==> config.mk <==
export PLATFORM = sky130hd
export DESIGN_NAME = cis_top
export DESIGN_NICKNAME = d
export VERILOG_FILES = /design/src/design/cis_pkg.sv /design/src/design/cis_or_reduce.sv /design/src/design/cis_top.sv
export SDC_FILE = /design/constraint.sdc
export NUM_CORES = 1
export LEC_CHECK = 0
export ABC_AREA = 0
export BUFFER_PORTS_ARGS = -buffer_cell sky130_fd_sc_hd__buf_2
export CORE_AREA = 2 2 111 113
export CTS_CLUSTER_DIAMETER = 150
export DETAILED_ROUTE_END_ITERATION = 7
export DIE_AREA = 0 0 113 115
export SLEW_MARGIN = 20
export SYNTH_ARGS = -nofsm -noshare
export SYNTH_HDL_FRONTEND = slang
export SYNTH_SLANG_ARGS = --single-unit
==> constraint.sdc <==
create_clock -name aclk -period 2.55 [get_ports aclk]
set_input_delay 0.255 -clock aclk [delete_from_list [all_inputs] [get_ports aclk]]
set_output_delay 0.255 -clock aclk [all_outputs]
set_load 0.005 [all_outputs]
==> src/design/cis_pkg.sv <==
// package: register map, field layout and bus types for the channel interrupt summary
package cis_pkg;
  localparam int CIS_NUM_CHAN = 17;
  localparam int CIS_ADDR_W = 12;
  localparam logic [11:0] CIS_SUMMARY_LOW_OFS = 12'h2c0;
  localparam logic [11:0] CIS_SUMMARY_HIGH_OFS = 12'h300;
  localparam logic [11:0] CIS_SUMMARY_ZERO_OFS = 12'h380;
  localparam logic [11:0] CIS_SRC_ENABLE_LOW_OFS = 12'h400;
  localparam logic [11:0] CIS_SRC_ENABLE_HIGH_OFS = 12'h404;
  localparam logic [11:0] CIS_SRC_ENABLE_ZERO_OFS = 12'h408;
  localparam int CIS_CHAN_ZERO_BIT = 7;
  localparam int CIS_GROUP_W = 8;
  localparam logic [7:0] CIS_SUMMARY_RST = 8'h00;
  localparam logic [7:0] CIS_ENABLE_RST = 8'hff;
  localparam logic [1:0] CIS_RESP_OKAY = 2'h0;
  localparam logic [1:0] CIS_RESP_SLVERR = 2'h2;

  // read answer carried as one unit
  typedef struct packed {
    logic [31:0] data;
    logic [1:0] resp;
  } cis_rd_s;
endpackage

==> src/design/cis_or_reduce.sv <==
// per-channel reduction of enabled interrupt status flags
`timescale 1ns/1ps
module cis_or_reduce #(
  parameter int CHANS = 17,
  parameter int SRCS = 8
) (
  input wire logic [CHANS*SRCS-1:0] status,
  input wire logic [CHANS-1:0] enable,
  output logic [CHANS-1:0] pending
);
  // a disabled channel reports nothing even with flags set
  always_comb begin
    for (int c = 0; c < CHANS; c++) begin
      pending[c] = enable[c] & (|status[c*SRCS +: SRCS]);
    end
  end
endmodule

==> src/design/cis_top.sv <==
// channel interrupt summary registers behind an axi4-lite slave
// Contract
// - channels 8..1 appear at the first group offset, bit 7 for channel 8 down to bit 0 for channel 1.
// - channels 16..9 appear at the second group offset, bit 7 for channel 16 down to bit 0 for channel 9.
// - a summary bit reads one while its channel is enabled and any interrupt source of that channel is asserted.
// - a summary bit reads zero when its channel has nothing pending, and after reset.
// - channel 0 appears in bit 7 of a third summary register, other bits reserved and zero.
`timescale 1ns/1ps
module cis_top
  import cis_pkg::*;
#(
  parameter int SRCS = 8
) (
  input wire logic aclk,
  input wire logic aresetn,
  input wire logic [CIS_NUM_CHAN*SRCS-1:0] chan_irq_status,
  input wire logic [31:0] s_axi_awaddr,
  input wire logic s_axi_awvalid,
  output logic s_axi_awready,
  input wire logic [31:0] s_axi_wdata,
  input wire logic [3:0] s_axi_wstrb,
  input wire logic s_axi_wvalid,
  output logic s_axi_wready,
  output logic [1:0] s_axi_bresp,
  output logic s_axi_bvalid,
  input wire logic s_axi_bready,
  input wire logic [31:0] s_axi_araddr,
  input wire logic s_axi_arvalid,
  output logic s_axi_arready,
  output logic [31:0] s_axi_rdata,
  output logic [1:0] s_axi_rresp,
  output logic s_axi_rvalid,
  input wire logic s_axi_rready
);
  logic [CIS_NUM_CHAN-1:0] pending;
  logic [CIS_NUM_CHAN-1:0] enable_q, enable_d;
  logic [CIS_NUM_CHAN-1:0] summary_q, summary_d;
  logic aw_held_q, aw_held_d;
  logic w_held_q, w_held_d;
  logic [11:0] awaddr_q, awaddr_d;
  logic [31:0] wdata_q, wdata_d;
  logic [3:0] wstrb_q, wstrb_d;
  logic bvalid_q, bvalid_d;
  logic [1:0] bresp_q, bresp_d;
  logic rvalid_q, rvalid_d;
  cis_rd_s rd_q, rd_d;
  logic do_write;

  // word-aligned register decode, shared by read and write sides
  function automatic logic [2:0] reg_sel(input logic [11:0] a);
    logic [2:0] s;
    s = 3'h0;
    unique case ({a[11:2], 2'h0})
      CIS_SUMMARY_LOW_OFS: s = 3'h1;
      CIS_SUMMARY_HIGH_OFS: s = 3'h2;
      CIS_SUMMARY_ZERO_OFS: s = 3'h3;
      CIS_SRC_ENABLE_LOW_OFS: s = 3'h4;
      CIS_SRC_ENABLE_HIGH_OFS: s = 3'h5;
      CIS_SRC_ENABLE_ZERO_OFS: s = 3'h6;
      default: s = 3'h0;
    endcase
    return s;
  endfunction

  // byte lane 0 merge; registers are eight bits wide
  function automatic logic [7:0] lane0(input logic [7:0] old, input logic [31:0] d, input logic [3:0] st);
    return st[0] ? d[7:0] : old;
  endfunction

  // any source flag set per channel, used by the summary checks
  function automatic logic [CIS_NUM_CHAN-1:0] chan_any(input logic [CIS_NUM_CHAN*SRCS-1:0] st);
    logic [CIS_NUM_CHAN-1:0] a;
    a = '0;
    for (int c = 0; c < CIS_NUM_CHAN; c++) begin
      a[c] = |st[c*SRCS +: SRCS];
    end
    return a;
  endfunction

  cis_or_reduce #(
    .CHANS(CIS_NUM_CHAN),
    .SRCS(SRCS)
  ) u_reduce (
    .status(chan_irq_status),
    .enable(enable_q),
    .pending(pending)
  );

  // summary is registered once so outputs come from flops; one cycle lag
  always_comb begin
    summary_d = pending;
  end

  always_ff @(posedge aclk) begin
    if (!aresetn) begin
      summary_q <= '0;
    end else begin
      summary_q <= summary_d;
    end
  end

  // an enabled channel with any flag set shows one a cycle later
  property p_pending_sets;
    @(posedge aclk) disable iff (!aresetn)
    aresetn |=> ($past(chan_any(chan_irq_status) & enable_q) & ~summary_q) == '0;
  endproperty
  a_pending_sets: assert property (p_pending_sets)
    else $error("summary bit low while its channel has a flag set");

  // a quiet or disabled channel shows zero a cycle later
  property p_idle_clears;
    @(posedge aclk) disable iff (!aresetn)
    aresetn |=> (summary_q & ~$past(chan_any(chan_irq_status) & enable_q)) == '0;
  endproperty
  a_idle_clears: assert property (p_idle_clears)
    else $error("summary bit high while its channel is quiet");

  // reset clears the summary and any pending answer
  property p_reset_clear;
    @(posedge aclk)
    !aresetn |=> summary_q == '0 && !s_axi_rvalid && !s_axi_bvalid;
  endproperty
  a_reset_clear: assert property (p_reset_clear)
    else $error("summary not clear after reset");

  // write channel: address and data accepted in either order, then one response
  assign do_write = aw_held_q && w_held_q && !bvalid_q;

  always_comb begin
    aw_held_d = aw_held_q;
    w_held_d = w_held_q;
    awaddr_d = awaddr_q;
    wdata_d = wdata_q;
    wstrb_d = wstrb_q;
    bvalid_d = bvalid_q;
    bresp_d = bresp_q;
    enable_d = enable_q;
    if (s_axi_awvalid && s_axi_awready) begin
      aw_held_d = 1'b1;
      awaddr_d = s_axi_awaddr[11:0];
    end
    if (s_axi_wvalid && s_axi_wready) begin
      w_held_d = 1'b1;
      wdata_d = s_axi_wdata;
      wstrb_d = s_axi_wstrb;
    end
    if (do_write) begin
      aw_held_d = 1'b0;
      w_held_d = 1'b0;
      bvalid_d = 1'b1;
      bresp_d = CIS_RESP_OKAY;
      unique case (reg_sel(awaddr_q))
        3'h1, 3'h2, 3'h3: bresp_d = CIS_RESP_OKAY; // summary ignores writes
        3'h4: enable_d[8:1] = lane0(enable_q[8:1], wdata_q, wstrb_q);
        3'h5: enable_d[16:9] = lane0(enable_q[16:9], wdata_q, wstrb_q);
        3'h6: enable_d[0] = wstrb_q[0] ? wdata_q[CIS_CHAN_ZERO_BIT] : enable_q[0];
        default: bresp_d = CIS_RESP_SLVERR;
      endcase
    end else if (bvalid_q && s_axi_bready) begin
      bvalid_d = 1'b0;
    end
  end

  always_ff @(posedge aclk) begin
    if (!aresetn) begin
      aw_held_q <= 1'b0;
      w_held_q <= 1'b0;
      awaddr_q <= '0;
      wdata_q <= '0;
      wstrb_q <= '0;
      bvalid_q <= 1'b0;
      bresp_q <= CIS_RESP_OKAY;
      enable_q <= '1;
    end else begin
      aw_held_q <= aw_held_d;
      w_held_q <= w_held_d;
      awaddr_q <= awaddr_d;
      wdata_q <= wdata_d;
      wstrb_q <= wstrb_d;
      bvalid_q <= bvalid_d;
      bresp_q <= bresp_d;
      enable_q <= enable_d;
    end
  end

  // a write to a summary register leaves every control unchanged
  property p_summary_write_ignored;
    @(posedge aclk) disable iff (!aresetn)
    do_write && (reg_sel(awaddr_q) inside {3'h1, 3'h2, 3'h3}) |=> enable_q == $past(enable_q) && s_axi_bresp == CIS_RESP_OKAY;
  endproperty
  a_summary_write_ignored: assert property (p_summary_write_ignored)
    else $error("write to a summary register had an effect");

  // the write response stands until the master takes it
  property p_write_hold;
    @(posedge aclk) disable iff (!aresetn)
    s_axi_bvalid && !s_axi_bready |=> s_axi_bvalid && $stable(s_axi_bresp);
  endproperty
  a_write_hold: assert property (p_write_hold)
    else $error("write response dropped before it was taken");

  // no new write is taken while a response is outstanding
  property p_aw_blocked;
    @(posedge aclk) disable iff (!aresetn)
    s_axi_bvalid |-> !s_axi_awready && !s_axi_wready;
  endproperty
  a_aw_blocked: assert property (p_aw_blocked)
    else $error("write ready high while a response is pending");

  // both halves held give a response on the next cycle
  property p_write_answer;
    @(posedge aclk) disable iff (!aresetn)
    do_write |=> s_axi_bvalid;
  endproperty
  a_write_answer: assert property (p_write_answer)
    else $error("write response missing after address and data");

  // read channel: answer registered one cycle after the address is taken
  always_comb begin
    rvalid_d = rvalid_q;
    rd_d = rd_q;
    if (s_axi_arvalid && s_axi_arready) begin
      rvalid_d = 1'b1;
      rd_d.data = '0;
      rd_d.resp = CIS_RESP_OKAY;
      unique case (reg_sel(s_axi_araddr[11:0]))
        3'h1: rd_d.data[7:0] = summary_q[8:1];
        3'h2: rd_d.data[7:0] = summary_q[16:9];
        3'h3: rd_d.data[CIS_CHAN_ZERO_BIT] = summary_q[0];
        3'h4: rd_d.data[7:0] = enable_q[8:1];
        3'h5: rd_d.data[7:0] = enable_q[16:9];
        3'h6: rd_d.data[CIS_CHAN_ZERO_BIT] = enable_q[0];
        default: rd_d.resp = CIS_RESP_SLVERR;
      endcase
    end else if (rvalid_q && s_axi_rready) begin
      rvalid_d = 1'b0;
    end
  end

  always_ff @(posedge aclk) begin
    if (!aresetn) begin
      rvalid_q <= 1'b0;
      rd_q <= '0;
    end else begin
      rvalid_q <= rvalid_d;
      rd_q <= rd_d;
    end
  end

  // first group: channel 8 in bit 7 down to channel 1 in bit 0
  property p_summary_low;
    @(posedge aclk) disable iff (!aresetn)
    s_axi_arvalid && s_axi_arready && reg_sel(s_axi_araddr[11:0]) == 3'h1 |=> s_axi_rdata == {24'h0, $past(summary_q[8:1])};
  endproperty
  a_summary_low: assert property (p_summary_low)
    else $error("first group read does not match channels 8 to 1");

  // second group: channel 16 in bit 7 down to channel 9 in bit 0
  property p_summary_high;
    @(posedge aclk) disable iff (!aresetn)
    s_axi_arvalid && s_axi_arready && reg_sel(s_axi_araddr[11:0]) == 3'h2 |=> s_axi_rdata == {24'h0, $past(summary_q[16:9])};
  endproperty
  a_summary_high: assert property (p_summary_high)
    else $error("second group read does not match channels 16 to 9");

  // channel 0 alone in its bit, reserved bits zero
  property p_summary_zero;
    @(posedge aclk) disable iff (!aresetn)
    s_axi_arvalid && s_axi_arready && reg_sel(s_axi_araddr[11:0]) == 3'h3 |=> s_axi_rdata == (32'($past(summary_q[0])) << CIS_CHAN_ZERO_BIT);
  endproperty
  a_summary_zero: assert property (p_summary_zero)
    else $error("channel zero read does not match its summary");

  // read data stands until the master takes it
  property p_read_hold;
    @(posedge aclk) disable iff (!aresetn)
    s_axi_rvalid && !s_axi_rready |=> s_axi_rvalid && $stable(s_axi_rdata) && $stable(s_axi_rresp);
  endproperty
  a_read_hold: assert property (p_read_hold)
    else $error("read answer changed before it was taken");

  // one read at a time
  property p_ar_blocked;
    @(posedge aclk) disable iff (!aresetn)
    s_axi_rvalid |-> !s_axi_arready;
  endproperty
  a_ar_blocked: assert property (p_ar_blocked)
    else $error("read address ready while an answer is pending");

  // unmapped reads answer with an error code
  property p_unmapped_read;
    @(posedge aclk) disable iff (!aresetn)
    s_axi_arvalid && s_axi_arready && reg_sel(s_axi_araddr[11:0]) == 3'h0 |=> s_axi_rresp == CIS_RESP_SLVERR;
  endproperty
  a_unmapped_read: assert property (p_unmapped_read)
    else $error("unmapped read not answered with an error");

  // an accepted address is answered on the next cycle
  property p_read_answer;
    @(posedge aclk) disable iff (!aresetn)
    s_axi_arvalid && s_axi_arready |=> s_axi_rvalid;
  endproperty
  a_read_answer: assert property (p_read_answer)
    else $error("read answer missing after address accepted");

  // ready registered ahead from the next hold state, so capture needs valid and ready together
  always_ff @(posedge aclk) begin
    if (!aresetn) begin
      s_axi_awready <= 1'b0;
      s_axi_wready <= 1'b0;
      s_axi_arready <= 1'b0;
    end else begin
      s_axi_awready <= !aw_held_d && !bvalid_d;
      s_axi_wready <= !w_held_d && !bvalid_d;
      s_axi_arready <= !rvalid_d;
    end
  end

  assign s_axi_bvalid = bvalid_q;
  assign s_axi_bresp = bresp_q;
  assign s_axi_rvalid = rvalid_q;
  assign s_axi_rdata = rd_q.data;
  assign s_axi_rresp = rd_q.resp;
endmodule

==> flow_metrics.py <==
metrics = {
    "grt": {
        "antenna_found_initial": 0,
        "grt_overflow": 0,
        "grt_pass1_wl_um": 14900,
        "track_usage": 0.146,
        "grt_max_degree": 37,
        "grt_pass1_vias": 3173,
    },
    "yosys": {
        "yosys-top-cells-count": "86 x nand2_1, 70 x dfxtp_1, 48 x a21oi_1",
        "synth-seq-cells": 70,
        "synth_edf_count": 0,
        "syn_area_um2": 3200,
        "synth_flop_cell": "dfxtp_1",
        "syn_inst": 378,
        "synth_top_area_cell": "dfxtp_1",
        "ys_seq_area_frac": 0.438,
        "synth.avg_cell_area_um2": 8.46,
        "ys_warn_count": 0,
        "yosys-top-cells-area": "dfxtp_1 44%, nand2_1 10%, a21oi_1 7.5%, nor4_1 7.0%, buf_4 6.1%",
        "synth_top_area_frac": 0.438,
        "synth_cell_types": 41,
        "synthArstFlopShare": 0,
        "synth_most_common_cell": "nand2_1",
    },
    "floorplanning": {
        "rows": 40,
        "die_w_um": 113,
        "core_area_um2": 11800,
        "die_area_um2": 13000,
        "die_height_um": 115,
        "pin_count": 284,
        "start_util": 0.271,
    },
    "worst_setup_path": {
        "cp.required_ns": 2.74,
        "crit_fanout": 8,
        "crit_type": "reg -> reg",
        "crit_arrival_ns": 2.32,
        "cp-start-kind": "register",
        "end_kind": "register",
    },
    "clock_tree": {
        "ctsRootBufferMaster": "clkbuf_16",
        "cts_resized": 0,
        "cts_tree": "done",
        "clock_latency_ns": 0.33,
        "cts_sinks": 70,
        "cts_setup_buffers": 0,
        "hold_buffers": 0,
        "htreeDepth": 3,
        "cts_buffers": 9,
        "cts.clk_slew.worst_paths_ns": 0.06,
        "cts.path.max_buffers": 2,
    },
    "power": {
        "seq_power_share": 0.414,
        "swShare": 0.235,
        "power.density_nw_per_um2": 628,
        "internal_power_mw": 2.17,
        "p_switching_uw": 666,
        "ir_drop_mv": 0.413,
        "p_leak_nw": 2.11,
        "comb_power_share": 0.107,
        "power.share.clock": 0.479,
    },
    "final_layout": {
        "drive_gt1_frac": 0.383,
        "layout.nets": 810,
        "final_area_um2": 4510,
        "n_antenna_cell": 0,
        "areaGrowthSynthToFinish_pct": 41.0,
        "nFillCells": 1233,
    },
    "sta": {
        "slew_violations": 0,
        "relSlewSlack": 0.551,
        "setup_violations": 0,
        "layout_min_cycle_time_ns": 2.13,
        "tns_ns": 0,
        "finalCritPeriodShare": 0.835,
        "fin_skew_ns": 0.00703,
        "hold_viol": 0,
        "rsz0062_at_grt": "false",
        "fmax_mhz": 470,
        "max_slew.worst_pin.slew_ns": 0.671,
    },
    "run": {
        "maxCapViolCount": 0,
    },
    "status": {
        "violations": "DRC",
        "run_status": "finished with violations",
    },
    "placement": {
        "dpl.hpwl_um": 7780,
        "place_congestion": 0.847,
        "dpl_cell_area_um2": 4180,
        "port_buffers": 186,
    },
    "detailed_routing": {
        "ant_nets": 0,
        "vias": 3364,
        "wl_per_cell_um": 13.6,
        "drt_iter0_drc": 125,
        "dr.pass1.iters": 6,
        "drc": 20,
        "viasPerCell": 4.68,
        "wirelength_um": 9770,
    },
    "hold_path": {
        "hp-class": "in -> reg",
    },
}
cells in the final DEF (no fill, tap or decap), types with 2 or more instances in the layout:
cell type and count:
nand4_1 3, a221oi_1 7, and3_1 2, buf_4 5, inv_6 3, inv_1 3
o21ai_0 8, nand3b_1 4, bufinv_16 2, mux2i_1 19, nor4_1 36, nand2_1 86
mux2_2 7, nor2_1 14, nand2b_1 2, dfxtp_1 70, buf_2 186, nand3_1 2
nor3_1 5, a21oi_1 48, clkbuf_16 9, conb_1 26, a31oi_1 2, or3_1 2
and2_1 4
flip-flops by register name, summed over array words and instances, names as in the netlist, 8 cells and up:
signal,cells
awaddr_q,10
enable_q,17
s_axi_rdata,8
summary_q,17
wdata_q,8
layout make-up:
type	instances	area, um^2	area share
Timing Repair Buffer	191	968	0.215
Clock buffer	9	225	0.0499
Tap cell	147	184	0.0408
Clock inverter	7	103	0.0227
Multi-Input combinational cell	292	1620	0.359
Inverter	3	11.3	0.00250
Sequential cell	70	1400	0.311
worst max-delay path, stage by stage (launching register included):
cell and delay [ns]:
dfxtp_1 0.34, or4b_4 0.54, or3_4 0.36, nor4_4 0.22, buf_4 0.26, mux2i_1 0.20
nand2_1 0.07
power by group through the flow:
| stage | logic [mW] | registers, mW | clock network [mW] |
|---|---|---|---|
| after CTS | 0.306 | 1.17 | 1.39 |
| after global routing | 0.340 | 1.18 | 1.44 |
| after detailed placement | 0.304 | 1.20 | 0 |
| after floorplan | 0.155 | 1.19 | 0 |
| final | 0.302 | 1.17 | 1.36 |
| after global placement | 0.296 | 1.19 | 0 |
routing by layer:
metal,share of wire,track usage,vias to the layer above
li1,-,-,1683
met1,0.41,0.169,1491
met2,0.49,0.262,166
met3,0.081,0.0358,24
met4,0.018,0.0504,0
met5,0,0,-
logic make-up (layout without fill, tap and decap cells):
kind of cell | after synthesis | after routing | synth area share
other | 1 | 26 | 0.00117
XOR/XNOR | 1 | 1 | 0.00274
AO/OA/AOI/OAI | 72 | 72 | 0.129
multiplexers | 26 | 26 | 0.0841
AND/OR/NAND/NOR | 167 | 167 | 0.259
flip-flops | 70 | 70 | 0.438
buffers and inverters | 41 | 210 | 0.0856
worst paths after layout:
path	from	endpoint	slack (ns)	cells past startpoint
setup / recovery	awaddr_q[8]$_SDFFE_PN0P_	enable_q[11]$_SDFFE_PN1P_	0.42	6
hold / removal	s_axi_awaddr[5]	awaddr_q[5]$_SDFFE_PN0P_	0.16	3
setup reg to reg	awaddr_q[8]$_SDFFE_PN0P_	enable_q[11]$_SDFFE_PN1P_	0.42	6
hold reg to reg	enable_q[7]$_SDFFE_PN1P_	summary_q[7]$_SDFF_PN0_	0.45	2
metrics by stage:
stage / hold WS, ns / util / std cells / setup slack [ns] / total power [mW]
6_report: 0.165 / 0.382 / 719 / 0.421 / 2.83
5_1_grt: 0.158 / 0.382 / 719 / 0.303 / 2.96
4_1_cts: 0.155 / 0.382 / 719 / 0.392 / 2.87
3_5_place_dp: 0.452 / 0.354 / 703 / 0.402 / 1.50
3_3_place_gp: 0.448 / 0.354 / 703 / 0.443 / 1.49
2_1_floorplan: 0.391 / - / 403 / 0.428 / 1.34
Power figures use the tool's default switching activity.
